$ cat src/rtl/rtc_evt_defs.vh
// Constants for the RTC event flag and backup transfer slice
`ifndef RTC_EVT_DEFS_VH
`define RTC_EVT_DEFS_VH

// Register offsets (byte addresses, one aligned word each)
`define RTC_OFS_EVENT_FLAG     8'h00
`define RTC_OFS_EVENT_ENABLE   8'h04
`define RTC_OFS_XFER_CTRL      8'h08
`define RTC_OFS_STATUS         8'h0C
`define RTC_OFS_ALARM_VALUE    8'h10
`define RTC_OFS_ALARM_CMP_EN   8'h14
`define RTC_OFS_ALARM_CMP_HI   8'h18

// Event flag bit positions
`define RTC_BIT_READ_DONE      7
`define RTC_BIT_REWRITE_ERR    6
`define RTC_BIT_ALARM          5
`define RTC_BIT_TIMER_UF       4
`define RTC_BIT_HOURLY         3
`define RTC_BIT_MINUTELY       2
`define RTC_BIT_PER_SECOND     1
`define RTC_BIT_HALF_SECOND    0

// Transfer control strobe positions
`define RTC_BIT_PORT_SAVE      5
`define RTC_BIT_PORT_RECALL    4
`define RTC_BIT_BACKUP_SAVE    3
`define RTC_BIT_BACKUP_RECALL  2
`define RTC_BIT_SETTING_SAVE   1
`define RTC_BIT_SETTING_RECALL 0

// Reset values
`define RTC_RST_EVENT_FLAG     8'h00
`define RTC_RST_EVENT_ENABLE   8'h00
`define RTC_RST_ALARM          40'h00_0000_0000
`define RTC_RST_ALARM_EN       5'h00

// Alarm field count (year, month, day, hour, minute)
`define RTC_ALARM_FIELDS       5

`endif

$ cat src/rtl/rtc_alarm_cmp.v
// Per-field alarm compare with individual compare enables
`timescale 1ns/1ps
`default_nettype none
`include "rtc_evt_defs.vh"

module rtc_alarm_cmp (
    input  wire        i_clk,       // System clock
    input  wire        i_rst,       // Async reset, active high
    input  wire [39:0] i_alarm,     // Alarm fields, 8 bits each
    input  wire [39:0] i_count,     // Running counters, same layout
    input  wire [4:0]  i_cmp_en,    // Per-field compare enable
    output wire        o_match_rise // One-cycle pulse on new match
);

    wire [4:0] field_ok;
    reg        match_ff;
    wire       nxt_match;

    // Disabled fields always agree
    genvar g;
    generate
        for (g = 0; g < `RTC_ALARM_FIELDS; g = g + 1) begin : g_field
            assign field_ok[g] = ~i_cmp_en[g] | (i_alarm[g*8 +: 8] == i_count[g*8 +: 8]);
        end
    endgenerate

    // No enabled field means no alarm at all
    assign nxt_match = (&field_ok) & (|i_cmp_en);

    // Edge only, so a lasting match sets the flag once
    always @(posedge i_clk or posedge i_rst) begin
        if (i_rst) begin
            match_ff <= 1'b0;
        end else begin
            match_ff <= nxt_match;
        end
    end

    assign o_match_rise = nxt_match & ~match_ff;

endmodule
`default_nettype wire

$ cat src/rtl/rtc_event_ctrl.v
// RTC event flags, interrupt enables and domain transfer strobes
//
// Notes on behaviour
// - Read-done flag set after recall copy completes
// - Flags read one during read-modify-write read
// - Write zero clears flag, one keeps it
// - Rewrite error when second fails to count
// - Alarm flag when enabled fields match counters
// - Timer underflow sets flag bit four
// - Hour increment sets hourly flag
// - Minute increment sets minutely flag
// - Second increment sets per-second flag
// - Half-second pulse sets flag bit zero
// - Enable bits mirror flag positions
// - Port save strobe starts save
// - Port recall strobe starts recall
// - Backup save strobe starts save
// - Backup recall strobe starts recall
// - Setting save strobe starts transfer
// - Setting recall strobe starts transfer
// - Setting strobes ignored with oscillator stopped
// - Reserved and strobe bits read zero
// - Setting save clears pending, reflects buffers
// - Only enabled alarm fields are compared
`timescale 1ns/1ps
`default_nettype none
`include "rtc_evt_defs.vh"

module rtc_event_ctrl (
    input  wire        i_clk,               // 10 MHz bus clock
    input  wire        i_rst,               // Async reset, active high
    input  wire [7:0]  i_addr,              // Register byte address
    input  wire [31:0] i_wdata,             // Write data
    input  wire        i_wr,                // Write strobe
    input  wire        i_rd,                // Read strobe
    input  wire        i_rmw,               // Read is the read half of a read-modify-write
    output reg  [31:0] o_rdata,             // Read data, cycle after read strobe
    input  wire        i_recall_copy_done,  // Pulse: counters copied to readable registers
    input  wire        i_second_pulse_detect_stop, // Second-pulse detection stopped
    input  wire        i_time_rewrite,      // Time rewrite in progress
    input  wire        i_second_tick,       // Pulse: second counter counted up
    input  wire        i_minute_tick,       // Pulse: minute counter counted up
    input  wire        i_hour_tick,         // Pulse: hour counter counted up
    input  wire        i_half_second_tick,  // Pulse: half-second pulse
    input  wire        i_timer_underflow,   // Pulse: interval timer underflow
    input  wire        i_rewrite_window_end,// Pulse: rewrite check point passed
    input  wire [39:0] i_count_value,       // Running year..minute counters
    input  wire        i_sub_osc_stopped,   // Async: sub-oscillator stopped
    input  wire        i_xfer_busy,         // Battery side still copying
    output reg         o_port_save,         // Pulse: start port save
    output reg         o_port_recall,       // Pulse: start port recall
    output reg         o_backup_save,       // Pulse: start backup save
    output reg         o_backup_recall,     // Pulse: start backup recall
    output reg         o_setting_save,      // Pulse: start setting save
    output reg         o_setting_recall,    // Pulse: start setting recall
    output reg         o_transfer_pending,  // Setting transfer in flight
    output wire        o_irq                // Interrupt request, level
);

    ////////////////////////////////////////////////////////////////////
    // Declarations

    reg  [7:0]  event_flag_ff;
    reg  [7:0]  event_enable_ff;
    reg  [39:0] alarm_value_ff;
    reg  [4:0]  alarm_cmp_en_ff;
    reg  [2:0]  osc_sync_ff;
    reg         osc_stopped_ff;
    reg  [7:0]  nxt_event_flag;
    reg  [7:0]  set_vec;
    reg  [7:0]  clr_vec;
    reg  [31:0] nxt_rdata;
    reg         second_seen_ff;
    wire        alarm_rise;
    wire        wr_flag;
    wire        wr_enable;
    wire        wr_xfer;
    wire        setting_ok;

    ////////////////////////////////////////////////////////////////////
    // Address decode

    assign wr_flag   = i_wr & (i_addr == `RTC_OFS_EVENT_FLAG);
    assign wr_enable = i_wr & (i_addr == `RTC_OFS_EVENT_ENABLE);
    assign wr_xfer   = i_wr & (i_addr == `RTC_OFS_XFER_CTRL);

    ////////////////////////////////////////////////////////////////////
    // Sub-oscillator status synchroniser

    // Pin input; count a change only when stages two and three agree
    always @(posedge i_clk or posedge i_rst) begin
        if (i_rst) begin
            osc_sync_ff    <= 3'h0;
            osc_stopped_ff <= 1'b0;
        end else begin
            osc_sync_ff <= {osc_sync_ff[1:0], i_sub_osc_stopped};
            if (osc_sync_ff[1] == osc_sync_ff[2]) begin
                osc_stopped_ff <= osc_sync_ff[2];
            end
        end
    end

    ////////////////////////////////////////////////////////////////////
    // Alarm compare

    rtc_alarm_cmp u_alarm_cmp (
        .i_clk        (i_clk),
        .i_rst        (i_rst),
        .i_alarm      (alarm_value_ff),
        .i_count      (i_count_value),
        .i_cmp_en     (alarm_cmp_en_ff),
        .o_match_rise (alarm_rise)
    );

    ////////////////////////////////////////////////////////////////////
    // Rewrite error detection

    // Remember whether the second counted while detection was stopped
    always @(posedge i_clk or posedge i_rst) begin
        if (i_rst) begin
            second_seen_ff <= 1'b0;
        end else if (!(i_time_rewrite & i_second_pulse_detect_stop)) begin
            second_seen_ff <= 1'b0;
        end else if (i_second_tick) begin
            second_seen_ff <= 1'b1;
        end
    end

    ////////////////////////////////////////////////////////////////////
    // Event flags

    // Hardware sets win over a same-cycle software clear
    always @* begin
        set_vec = 8'h00;
        set_vec[`RTC_BIT_READ_DONE]   = i_recall_copy_done;
        set_vec[`RTC_BIT_REWRITE_ERR] = i_time_rewrite & i_second_pulse_detect_stop
                                      & i_rewrite_window_end & ~second_seen_ff
                                      & ~i_second_tick;
        set_vec[`RTC_BIT_ALARM]       = alarm_rise;
        set_vec[`RTC_BIT_TIMER_UF]    = i_timer_underflow;
        set_vec[`RTC_BIT_HOURLY]      = i_hour_tick;
        set_vec[`RTC_BIT_MINUTELY]    = i_minute_tick;
        set_vec[`RTC_BIT_PER_SECOND]  = i_second_tick;
        set_vec[`RTC_BIT_HALF_SECOND] = i_half_second_tick;
        clr_vec = wr_flag ? ~i_wdata[7:0] : 8'h00;
        nxt_event_flag = (event_flag_ff & ~clr_vec) | set_vec;
    end

    always @(posedge i_clk or posedge i_rst) begin
        if (i_rst) begin
            event_flag_ff <= `RTC_RST_EVENT_FLAG;
        end else begin
            event_flag_ff <= nxt_event_flag;
        end
    end

    ////////////////////////////////////////////////////////////////////
    // Enables and alarm configuration

    always @(posedge i_clk or posedge i_rst) begin
        if (i_rst) begin
            event_enable_ff <= `RTC_RST_EVENT_ENABLE;
            alarm_value_ff  <= `RTC_RST_ALARM;
            alarm_cmp_en_ff <= `RTC_RST_ALARM_EN;
        end else begin
            if (wr_enable) begin
                event_enable_ff <= i_wdata[7:0];
            end
            if (i_wr && (i_addr == `RTC_OFS_ALARM_VALUE)) begin
                alarm_value_ff[31:0] <= i_wdata;
            end
            if (i_wr && (i_addr == `RTC_OFS_ALARM_CMP_HI)) begin
                alarm_value_ff[39:32] <= i_wdata[7:0];
            end
            if (i_wr && (i_addr == `RTC_OFS_ALARM_CMP_EN)) begin
                alarm_cmp_en_ff <= i_wdata[4:0];
            end
        end
    end

    // Level request, drops as soon as no enabled flag remains
    assign o_irq = |(event_flag_ff & event_enable_ff);

    ////////////////////////////////////////////////////////////////////
    // Transfer strobes

    // Setting transfers need the sub-oscillator running
    assign setting_ok = ~osc_stopped_ff;

    always @(posedge i_clk or posedge i_rst) begin
        if (i_rst) begin
            o_port_save      <= 1'b0;
            o_port_recall    <= 1'b0;
            o_backup_save    <= 1'b0;
            o_backup_recall  <= 1'b0;
            o_setting_save   <= 1'b0;
            o_setting_recall <= 1'b0;
        end else begin
            // Writing zero to any strobe is a no-op
            o_port_save      <= wr_xfer & i_wdata[`RTC_BIT_PORT_SAVE];
            o_port_recall    <= wr_xfer & i_wdata[`RTC_BIT_PORT_RECALL];
            o_backup_save    <= wr_xfer & i_wdata[`RTC_BIT_BACKUP_SAVE];
            o_backup_recall  <= wr_xfer & i_wdata[`RTC_BIT_BACKUP_RECALL];
            o_setting_save   <= wr_xfer & i_wdata[`RTC_BIT_SETTING_SAVE] & setting_ok;
            o_setting_recall <= wr_xfer & i_wdata[`RTC_BIT_SETTING_RECALL] & setting_ok;
        end
    end

    // Pending goes low once a setting save is taken; buffers then flow out
    always @(posedge i_clk or posedge i_rst) begin
        if (i_rst) begin
            o_transfer_pending <= 1'b0;
        end else if (wr_xfer && i_wdata[`RTC_BIT_SETTING_SAVE] && setting_ok) begin
            o_transfer_pending <= 1'b0;
        end else begin
            o_transfer_pending <= i_xfer_busy;
        end
    end

    ////////////////////////////////////////////////////////////////////
    // Read path

    // Unmapped addresses read zero; strobes and reserved bits read zero
    always @* begin
        nxt_rdata = 32'h0000_0000;
        if (i_addr == `RTC_OFS_EVENT_FLAG) begin
            nxt_rdata[7:0] = i_rmw ? 8'hFF : event_flag_ff;
        end else if (i_addr == `RTC_OFS_EVENT_ENABLE) begin
            nxt_rdata[7:0] = event_enable_ff;
        end else if (i_addr == `RTC_OFS_XFER_CTRL) begin
            nxt_rdata = 32'h0000_0000;
        end else if (i_addr == `RTC_OFS_STATUS) begin
            nxt_rdata[1:0] = {o_transfer_pending, osc_stopped_ff};
        end else if (i_addr == `RTC_OFS_ALARM_VALUE) begin
            nxt_rdata = alarm_value_ff[31:0];
        end else if (i_addr == `RTC_OFS_ALARM_CMP_EN) begin
            nxt_rdata[4:0] = alarm_cmp_en_ff;
        end else if (i_addr == `RTC_OFS_ALARM_CMP_HI) begin
            nxt_rdata[7:0] = alarm_value_ff[39:32];
        end
    end

    // Data stands only in the cycle after the read strobe
    always @(posedge i_clk or posedge i_rst) begin
        if (i_rst) begin
            o_rdata <= 32'h0000_0000;
        end else if (i_rd) begin
            o_rdata <= nxt_rdata;
        end else begin
            o_rdata <= 32'h0000_0000;
        end
    end

endmodule
`default_nettype wire

$ cat config.mk
export PLATFORM = sky130hd
export DESIGN_NAME = rtc_event_ctrl
export DESIGN_NICKNAME = d
export VERILOG_FILES = /design/src/rtl/rtc_alarm_cmp.v /design/src/rtl/rtc_event_ctrl.v
export VERILOG_INCLUDE_DIRS = /design/src /design/src/rtl
export SDC_FILE = /design/constraint.sdc
export NUM_CORES = 1
export LEC_CHECK = 0
export BUFFER_PORTS_ARGS = -buffer_cell sky130_fd_sc_hd__buf_4
export CELL_PAD_IN_SITES_DETAIL_PLACEMENT = 1
export CELL_PAD_IN_SITES_GLOBAL_PLACEMENT = 2
export CORE_ASPECT_RATIO = 0.6
export CORE_MARGIN = 3
export CORE_UTILIZATION = 25
export DETAILED_ROUTE_END_ITERATION = 12
export PLACE_DENSITY = 0.68
export SLEW_MARGIN = 5
export SYNTH_ARGS = -nofsm -noshare
export SYNTH_HDL_FRONTEND = slang
export SYNTH_HIERARCHICAL = 1
export SYNTH_SLANG_ARGS = --single-unit
$ cat constraint.sdc
create_clock -name i_clk -period 3.2 [get_ports i_clk]
set_clock_uncertainty 0.15 [all_clocks]
set_input_delay 0.16 -clock i_clk [delete_from_list [all_inputs] [get_ports i_clk]]
set_output_delay 0.16 -clock i_clk [all_outputs]
set_load 0.02 [all_outputs]
== Yosys cells after proc, flatten, opt, wreduce, memory -nomap -nowiden ==
Index checks and enable logic that the tools add are counted.

* RAM bits: 0
* Memory bits (read-only): 0
* Latch bits: 0
* Input port bits: 96
* Bits in registers: 106
* Output and inout bits: 40
* Word-level logic and storage cells: 93
* Memories kept: 0

* Eq/ne operators: 13
* Shift operators: 0
* $lt $le $gt $ge: 0
* Bitwise gates (word level): 36
* Reductions and logical operators: 9
* Multiplexer cells: 18
* Div/mod/pow operators: 0
* $mul: 0
* Add/subtract/negate cells: 0

{| class="wikitable"
|+ Operator list
! operator !! count
|-
| $mux 24 || 3
|-
| $mux 32 || 2
|-
| $mux 8 || 6
|-
| $eq 8x8->1 || 5
|-
| $mux 30 || 1
|-
| $eq 8x5->1 const B || 3
|-
| $and 1x1->1 || 17
|-
| $and 8x8->8 || 2
|-
| $eq 8x4->1 const B || 2
|-
| $not 8->8 || 2
|-
| $not 1->1 || 9
|-
| $eq 8x3->1 const B || 1
|-
| $logic_not 8->1 || 1
|-
| $or 8x8->8 || 1
|-
| $reduce_or 8->1 || 1
|-
| $logic_and 1x1->1 || 5
|-
| $mux 5 || 1
|-
| $or 1x1->1 || 5
|-
| $reduce_and 5->1 || 1
|-
| $reduce_or 5->1 || 1
|-
| $mux 1 || 3
|-
| $mux 3 || 1
|-
| $mux 2 || 1
|-
| $ne 2x2->1 const B || 1
|-
| $eq 1x1->1 || 1
|}

== Depth between registers and ports, before layout ==
* Depth after elaboration: 9
* Mapped depth: 6
* Gate-level depth less buffers: 6

== Modules after synthesis ==
Netlist, hierarchy kept.

{| class="wikitable"
|+ By module, submodules not included
! module !! instances !! area each (um^2) !! sequential area each (um^2) !! cells an instance
|-
| rtc_event_ctrl || 1 || 4137.7 || 2627.5 || 307
|-
| rtc_alarm_cmp || 1 || 503.0 || 25.0 || 64
|}

== Worst setup path before layout ==
OpenSTA, ideal clock, no wires.

* Path kind: input -> register
* From: input i_addr[5]
* To: register o_rdata[6]
* Cell stages on the path: 5
* Setup time: 0.123 ns
* Data arrival time: 1.451 ns
* Setup slack: 1.476 ns
* Required time: 2.927 ns
* Path buffers: 1
* Cells stage by stage: nor4_4 -> nand2_2 -> or4_1 -> clkbuf_1 -> o221a_1

* Cells in the longest elaborated chain, start to end: 9
* Elaborated cells on any way between the ends: 15
* Those cells by class: eq/ne (6); mux (8); reduce/logical (1)

{| class="wikitable"
|+ Ends and longest elaborated chain
! what !! RTL line !! source
|-
| start: declaration || rtc_event_ctrl.v:32 || <nowiki>input wire [7:0] i_addr,</nowiki>
|-
| $eq 8x5->1 (no line) || n/a ||
|-
| $mux 8 || rtc_event_ctrl.v:238 || <nowiki>end else if (i_addr == `RTC_OFS_ALARM_CMP_HI) begin</nowiki>
|-
| $mux 3 || rtc_event_ctrl.v:236 || <nowiki>end else if (i_addr == `RTC_OFS_ALARM_CMP_EN) begin</nowiki>
|-
| $mux 8 || rtc_event_ctrl.v:234 || <nowiki>end else if (i_addr == `RTC_OFS_ALARM_VALUE) begin</nowiki>
|-
| $mux 30 || rtc_event_ctrl.v:232 || <nowiki>end else if (i_addr == `RTC_OFS_STATUS) begin</nowiki>
|-
| $mux 32 || rtc_event_ctrl.v:230 || <nowiki>end else if (i_addr == `RTC_OFS_XFER_CTRL) begin</nowiki>
|-
| $mux 8 || rtc_event_ctrl.v:228 || <nowiki>end else if (i_addr == `RTC_OFS_EVENT_ENABLE) begin</nowiki>
|-
| $mux 8 (*) || rtc_event_ctrl.v:226 || <nowiki>if (i_addr == `RTC_OFS_EVENT_FLAG) begin</nowiki>
|-
| $mux 32 (*) || rtc_event_ctrl.v:247 || <nowiki>end else if (i_rd) begin</nowiki>
|-
| end signal: assignment || rtc_event_ctrl.v:248 || <nowiki>o_rdata <= nxt_rdata;</nowiki>
|-
| end: declaration || rtc_event_ctrl.v:37 || <nowiki>output reg [31:0] o_rdata,</nowiki>
|}

Every way passes the cells marked *; elsewhere a longest branch is shown, timed or not.
A chain may end at the register's enable or synchronous reset.

== Worst setup path after layout ==
* From: input i_addr[4]
* To: register event_flag_ff[3]

* Cells in the longest elaborated chain, start to end: 6

{| class="wikitable"
|+ Ends and longest elaborated chain
! what !! RTL line !! source
|-
| $logic_not 8->1 (no line) || n/a ||
|-
| $and 1x1->1 || rtc_event_ctrl.v:83 || <nowiki>assign wr_flag = i_wr & (i_addr == `RTC_OFS_EVENT_FLAG);</nowiki>
|-
| $mux 8 || rtc_event_ctrl.v:145 || <nowiki>clr_vec = wr_flag ? ~i_wdata[7:0] : 8'h00;</nowiki>
|-
| $not 8->8 || rtc_event_ctrl.v:146 || <nowiki>nxt_event_flag = (event_flag_ff & ~clr_vec) | set_vec;</nowiki>
|-
| $and 8x8->8 || rtc_event_ctrl.v:146 ||
|-
| $or 8x8->8 || rtc_event_ctrl.v:146 ||
|-
| named net nxt_event_flag[3] || rtc_event_ctrl.v:69 || <nowiki>reg [7:0] nxt_event_flag;</nowiki>
|-
| end signal: assignment || rtc_event_ctrl.v:151 || <nowiki>event_flag_ff <= `RTC_RST_EVENT_FLAG;</nowiki>
|-
| end signal: assignment || rtc_event_ctrl.v:153 || <nowiki>event_flag_ff <= nxt_event_flag;</nowiki>
|-
| end: declaration || rtc_event_ctrl.v:63 || <nowiki>reg [7:0] event_flag_ff;</nowiki>
|}

The timed path passes the listed nets, and every way through them passes these cells.

==> flow_summary.ini <==
[status]
outcome = completed

[pwr]
powerDensity_nw_per_um2 = 426
seq_power_share_pct = 49.6
switching_power_w = 0.000723
swShare_pct = 25.3
power_frac_comb_pct = 12.6
peakVddDrop_mv = 0.234
p_int_w = 0.00214
power_frac_clock_pct = 37.8
leakagePower_nw = 3.16

[floorplan]
rows = 37
die_x_um = 182
initial_core_util_pct = 26.3
boundaryPins = 136
die_height_um = 112
core_um2 = 17600
dieArea_um2 = 20300

[place]
gp_congestion = 0.871
port_buffers = 135
dp.final_hpwl_um = 11400

[setup_path]
crit_type = in2reg
cp_slowest_stage_delay_ns = 0.57
crit_fanout = 16
path_cells = buf_4 -> nor4_4 -> nand4_1 -> o21ai_0 -> nand2b_1 -> dlygate4sd3_1
worst_setup_path_start_kind = input port
critPathLaunch = i_addr[4]
worstReg2RegStart = alarm_value_ff[11]
critical_path.top_delay_family = simple AND/OR/NAND/NOR gates
required_ns = 3.27
cp-end-kind = flip-flop
crit_slowest_cell = dlygate4sd3_1
arrival_ns = 2.47
cp_num_buf_inv = 2

[finish]
regArea_um2 = 2650
syn2layout_area_growth_pct = 44.8
final_nets = 654
fillers = 1950
antenna_cells = 0
utilization_pct = 38.1
multi_input_area_um2 = 1930
drive_gt1_share_pct = 36.9

[route]
post_drt_wl_per_cell_um = 19.1
drt-pass1-iter-count = 4
dr.first_iter.drc_count = 196
ant_nets = 0
wl_um = 15300
vias_per_cell = 4.52
vias = 3602
drc = 0

[sta]
max_freq_ghz = 0.418
fin_crit_sh_pct = 74.7
finalSetupViolCount = 0
rsz0062_at_grt = no
final_hold_viol_count = 0
slew_headroom_pct = 45.7
worst_pin_slew_ns = 0.814
setup_tns_ns = 0
slew_viol_final = 0
layout_min_cycle_time_ns = 2.39

[clock_tree]
root_buffer = clkbuf_16
clockBufferDepth = 2
clkSlewWorstSetupHoldPaths_ns = 0.07
ctsHoldBuffers = 50
cts_num_sinks = 106
clock_latency_ns = 0.35
tritoncts = yes
ctsResizeCount = 0
htree_levels = 3
cts_buffers = 9
post_cts_buffers = 0

[synthesis]
yosys_warnings = 6
synthCells = 371
synthFlopType = dfrtp_1
synth_top_area_cell = dfrtp_1
yosys.cell_types.count = 35
synth_area_per_cell_um2 = 12.5
async_flop_share_pct = 100
syn-num-nets = 467
synthTopCellsByArea = dfrtp_1 57%, mux2_2 12%, xnor2_1 7.5%, and2_1 3.2%, nand4_1 2.2%
syn_area_um2 = 4640
synth-edff-count = 0
ys_seq_elements = 106
netlist.area_leader.share_pct = 57.2
ys_seq_area_share_pct = 57.2

[worst_hold_path]
hold_start = i_wr
hold_class = in2reg

[global_route]
grt_pass1_vias = 4001
grt_pass1_wl_um = 23700
antenna_found_initial = 1
grt_start_max_net_pins = 67
grt.total_usage_pct = 15.2
gr-total-overflow = 0

[flow_run]
max_cap_viol_count = 0
## through the flow
step                instance area [µm²]  std cells  total power, W  hold WS [ns]  setup WS [ns]
floorplan                          4640        371         0.00158        -0.261          0.129
global placement                   5940        731         0.00176        -0.122          0.965
detailed placement                 5940        731         0.00176        -0.120          0.829
CTS                                6720        797         0.00290        0.0558          0.858
global route                       6720        797         0.00300        0.0550          0.670
finish                             6720        797         0.00286        0.0696          0.808
## sequential cells by signal, indices dropped and copies added (netlist names), 3 cells and up
name / cells
osc_sync_ff: 3
alarm_cmp_en_ff: 5
event_flag_ff: 8
alarm_value_ff: 40
o_rdata: 32
event_enable_ff: 8
## per-layer routing
metal | vias to the layer above | track usage, % | share of wire, %
li1 | 1682 | - | -
met1 | 1809 | 24.1 | 54
met2 | 102 | 21.1 | 41
met3 | 9 | 3.43 | 4.6
met4 | 0 | 2.43 | 0.56
met5 | - | 0 | 0
## power groups by stage
stage | Sequential [W] | Combinational, W | Clock, W
floorplan | 0.00143 | 0.000148 | 0
global placement | 0.00144 | 0.000312 | 0
detailed placement | 0.00145 | 0.000318 | 0
CTS | 0.00142 | 0.000364 | 0.00112
global route | 0.00142 | 0.000397 | 0.00118
finish | 0.00142 | 0.000360 | 0.00108
## worst paths after layout
kind	endpoint	slack (ns)	depth (start not counted)
max	event_flag_ff[3]	0.81	6
min	o_setting_recall	0.07	3
max reg2reg	event_flag_ff[5]	1.41	6
min reg2reg	osc_sync_ff[1]	0.21	0
max in group asynchronous	event_enable_ff[0]	1.84	4
min in group asynchronous	u_alarm_cmp/match_ff	0.10	3
## final cells by class
| class | count | area share (%) |
|---|---|---|
| sequential | 106 | 39.5 |
| multi-input combinational | 248 | 28.7 |
| timing repair buffer | 187 | 22.9 |
| tap | 234 | 4.36 |
| clock buffer | 11 | 3.61 |
| clock inverter | 5 | 0.559 |
| inverter | 6 | 0.373 |
## synthesized netlist by cell type, types with 2 or more instances
cell type and n:
dfrtp_1 106, mux2_2 50, xnor2_1 40, and2_1 24, nand4_1 16, nand2_1 14, o21ai_0 14, nor2_1 13
and3_1 8, clkbuf_1 8, nand2b_1 8, nand3_1 7, inv_1 6, mux2i_1 6, a2111oi_0 5, a21oi_1 5
o221a_1 5, a22oi_1 4, nor2b_1 4, buf_2 3, mux2_1 3, nor3b_1 3, o21ai_1 3, nor3_1 2
nor3_2 2, o2111ai_1 2, o21a_1 2
## cells in the final DEF, fill, tap and decap left out, types with 13 or more instances in the layout
cell | Yosys | layout
and2_1 | 24 | 24
buf_4 | 0 | 136
dfrtp_1 | 106 | 106
dlygate4sd3_1 | 0 | 50
mux2_2 | 50 | 50
nand2_1 | 14 | 14
nand4_1 | 16 | 16
nor2_1 | 13 | 13
o21ai_0 | 14 | 14
xnor2_1 | 40 | 40
## worst min-delay path, stage by stage
cell and delay (ns):
buf_4 0.13, nand4_1 0.16, nor3b_1 0.07
## cell families after synthesis
group | Yosys count | synth area share (%)
buffers and inverters | 17 | 1.46
AND/OR/NAND/NOR | 106 | 13.2
XOR/XNOR | 40 | 7.55
AO/OA/AOI/OAI | 42 | 6.23
multiplexers | 59 | 14.2
adder cells (fa/ha/maj) | 1 | 0.216
flip-flops | 106 | 57.2
(Power assumes the default switching activity.)
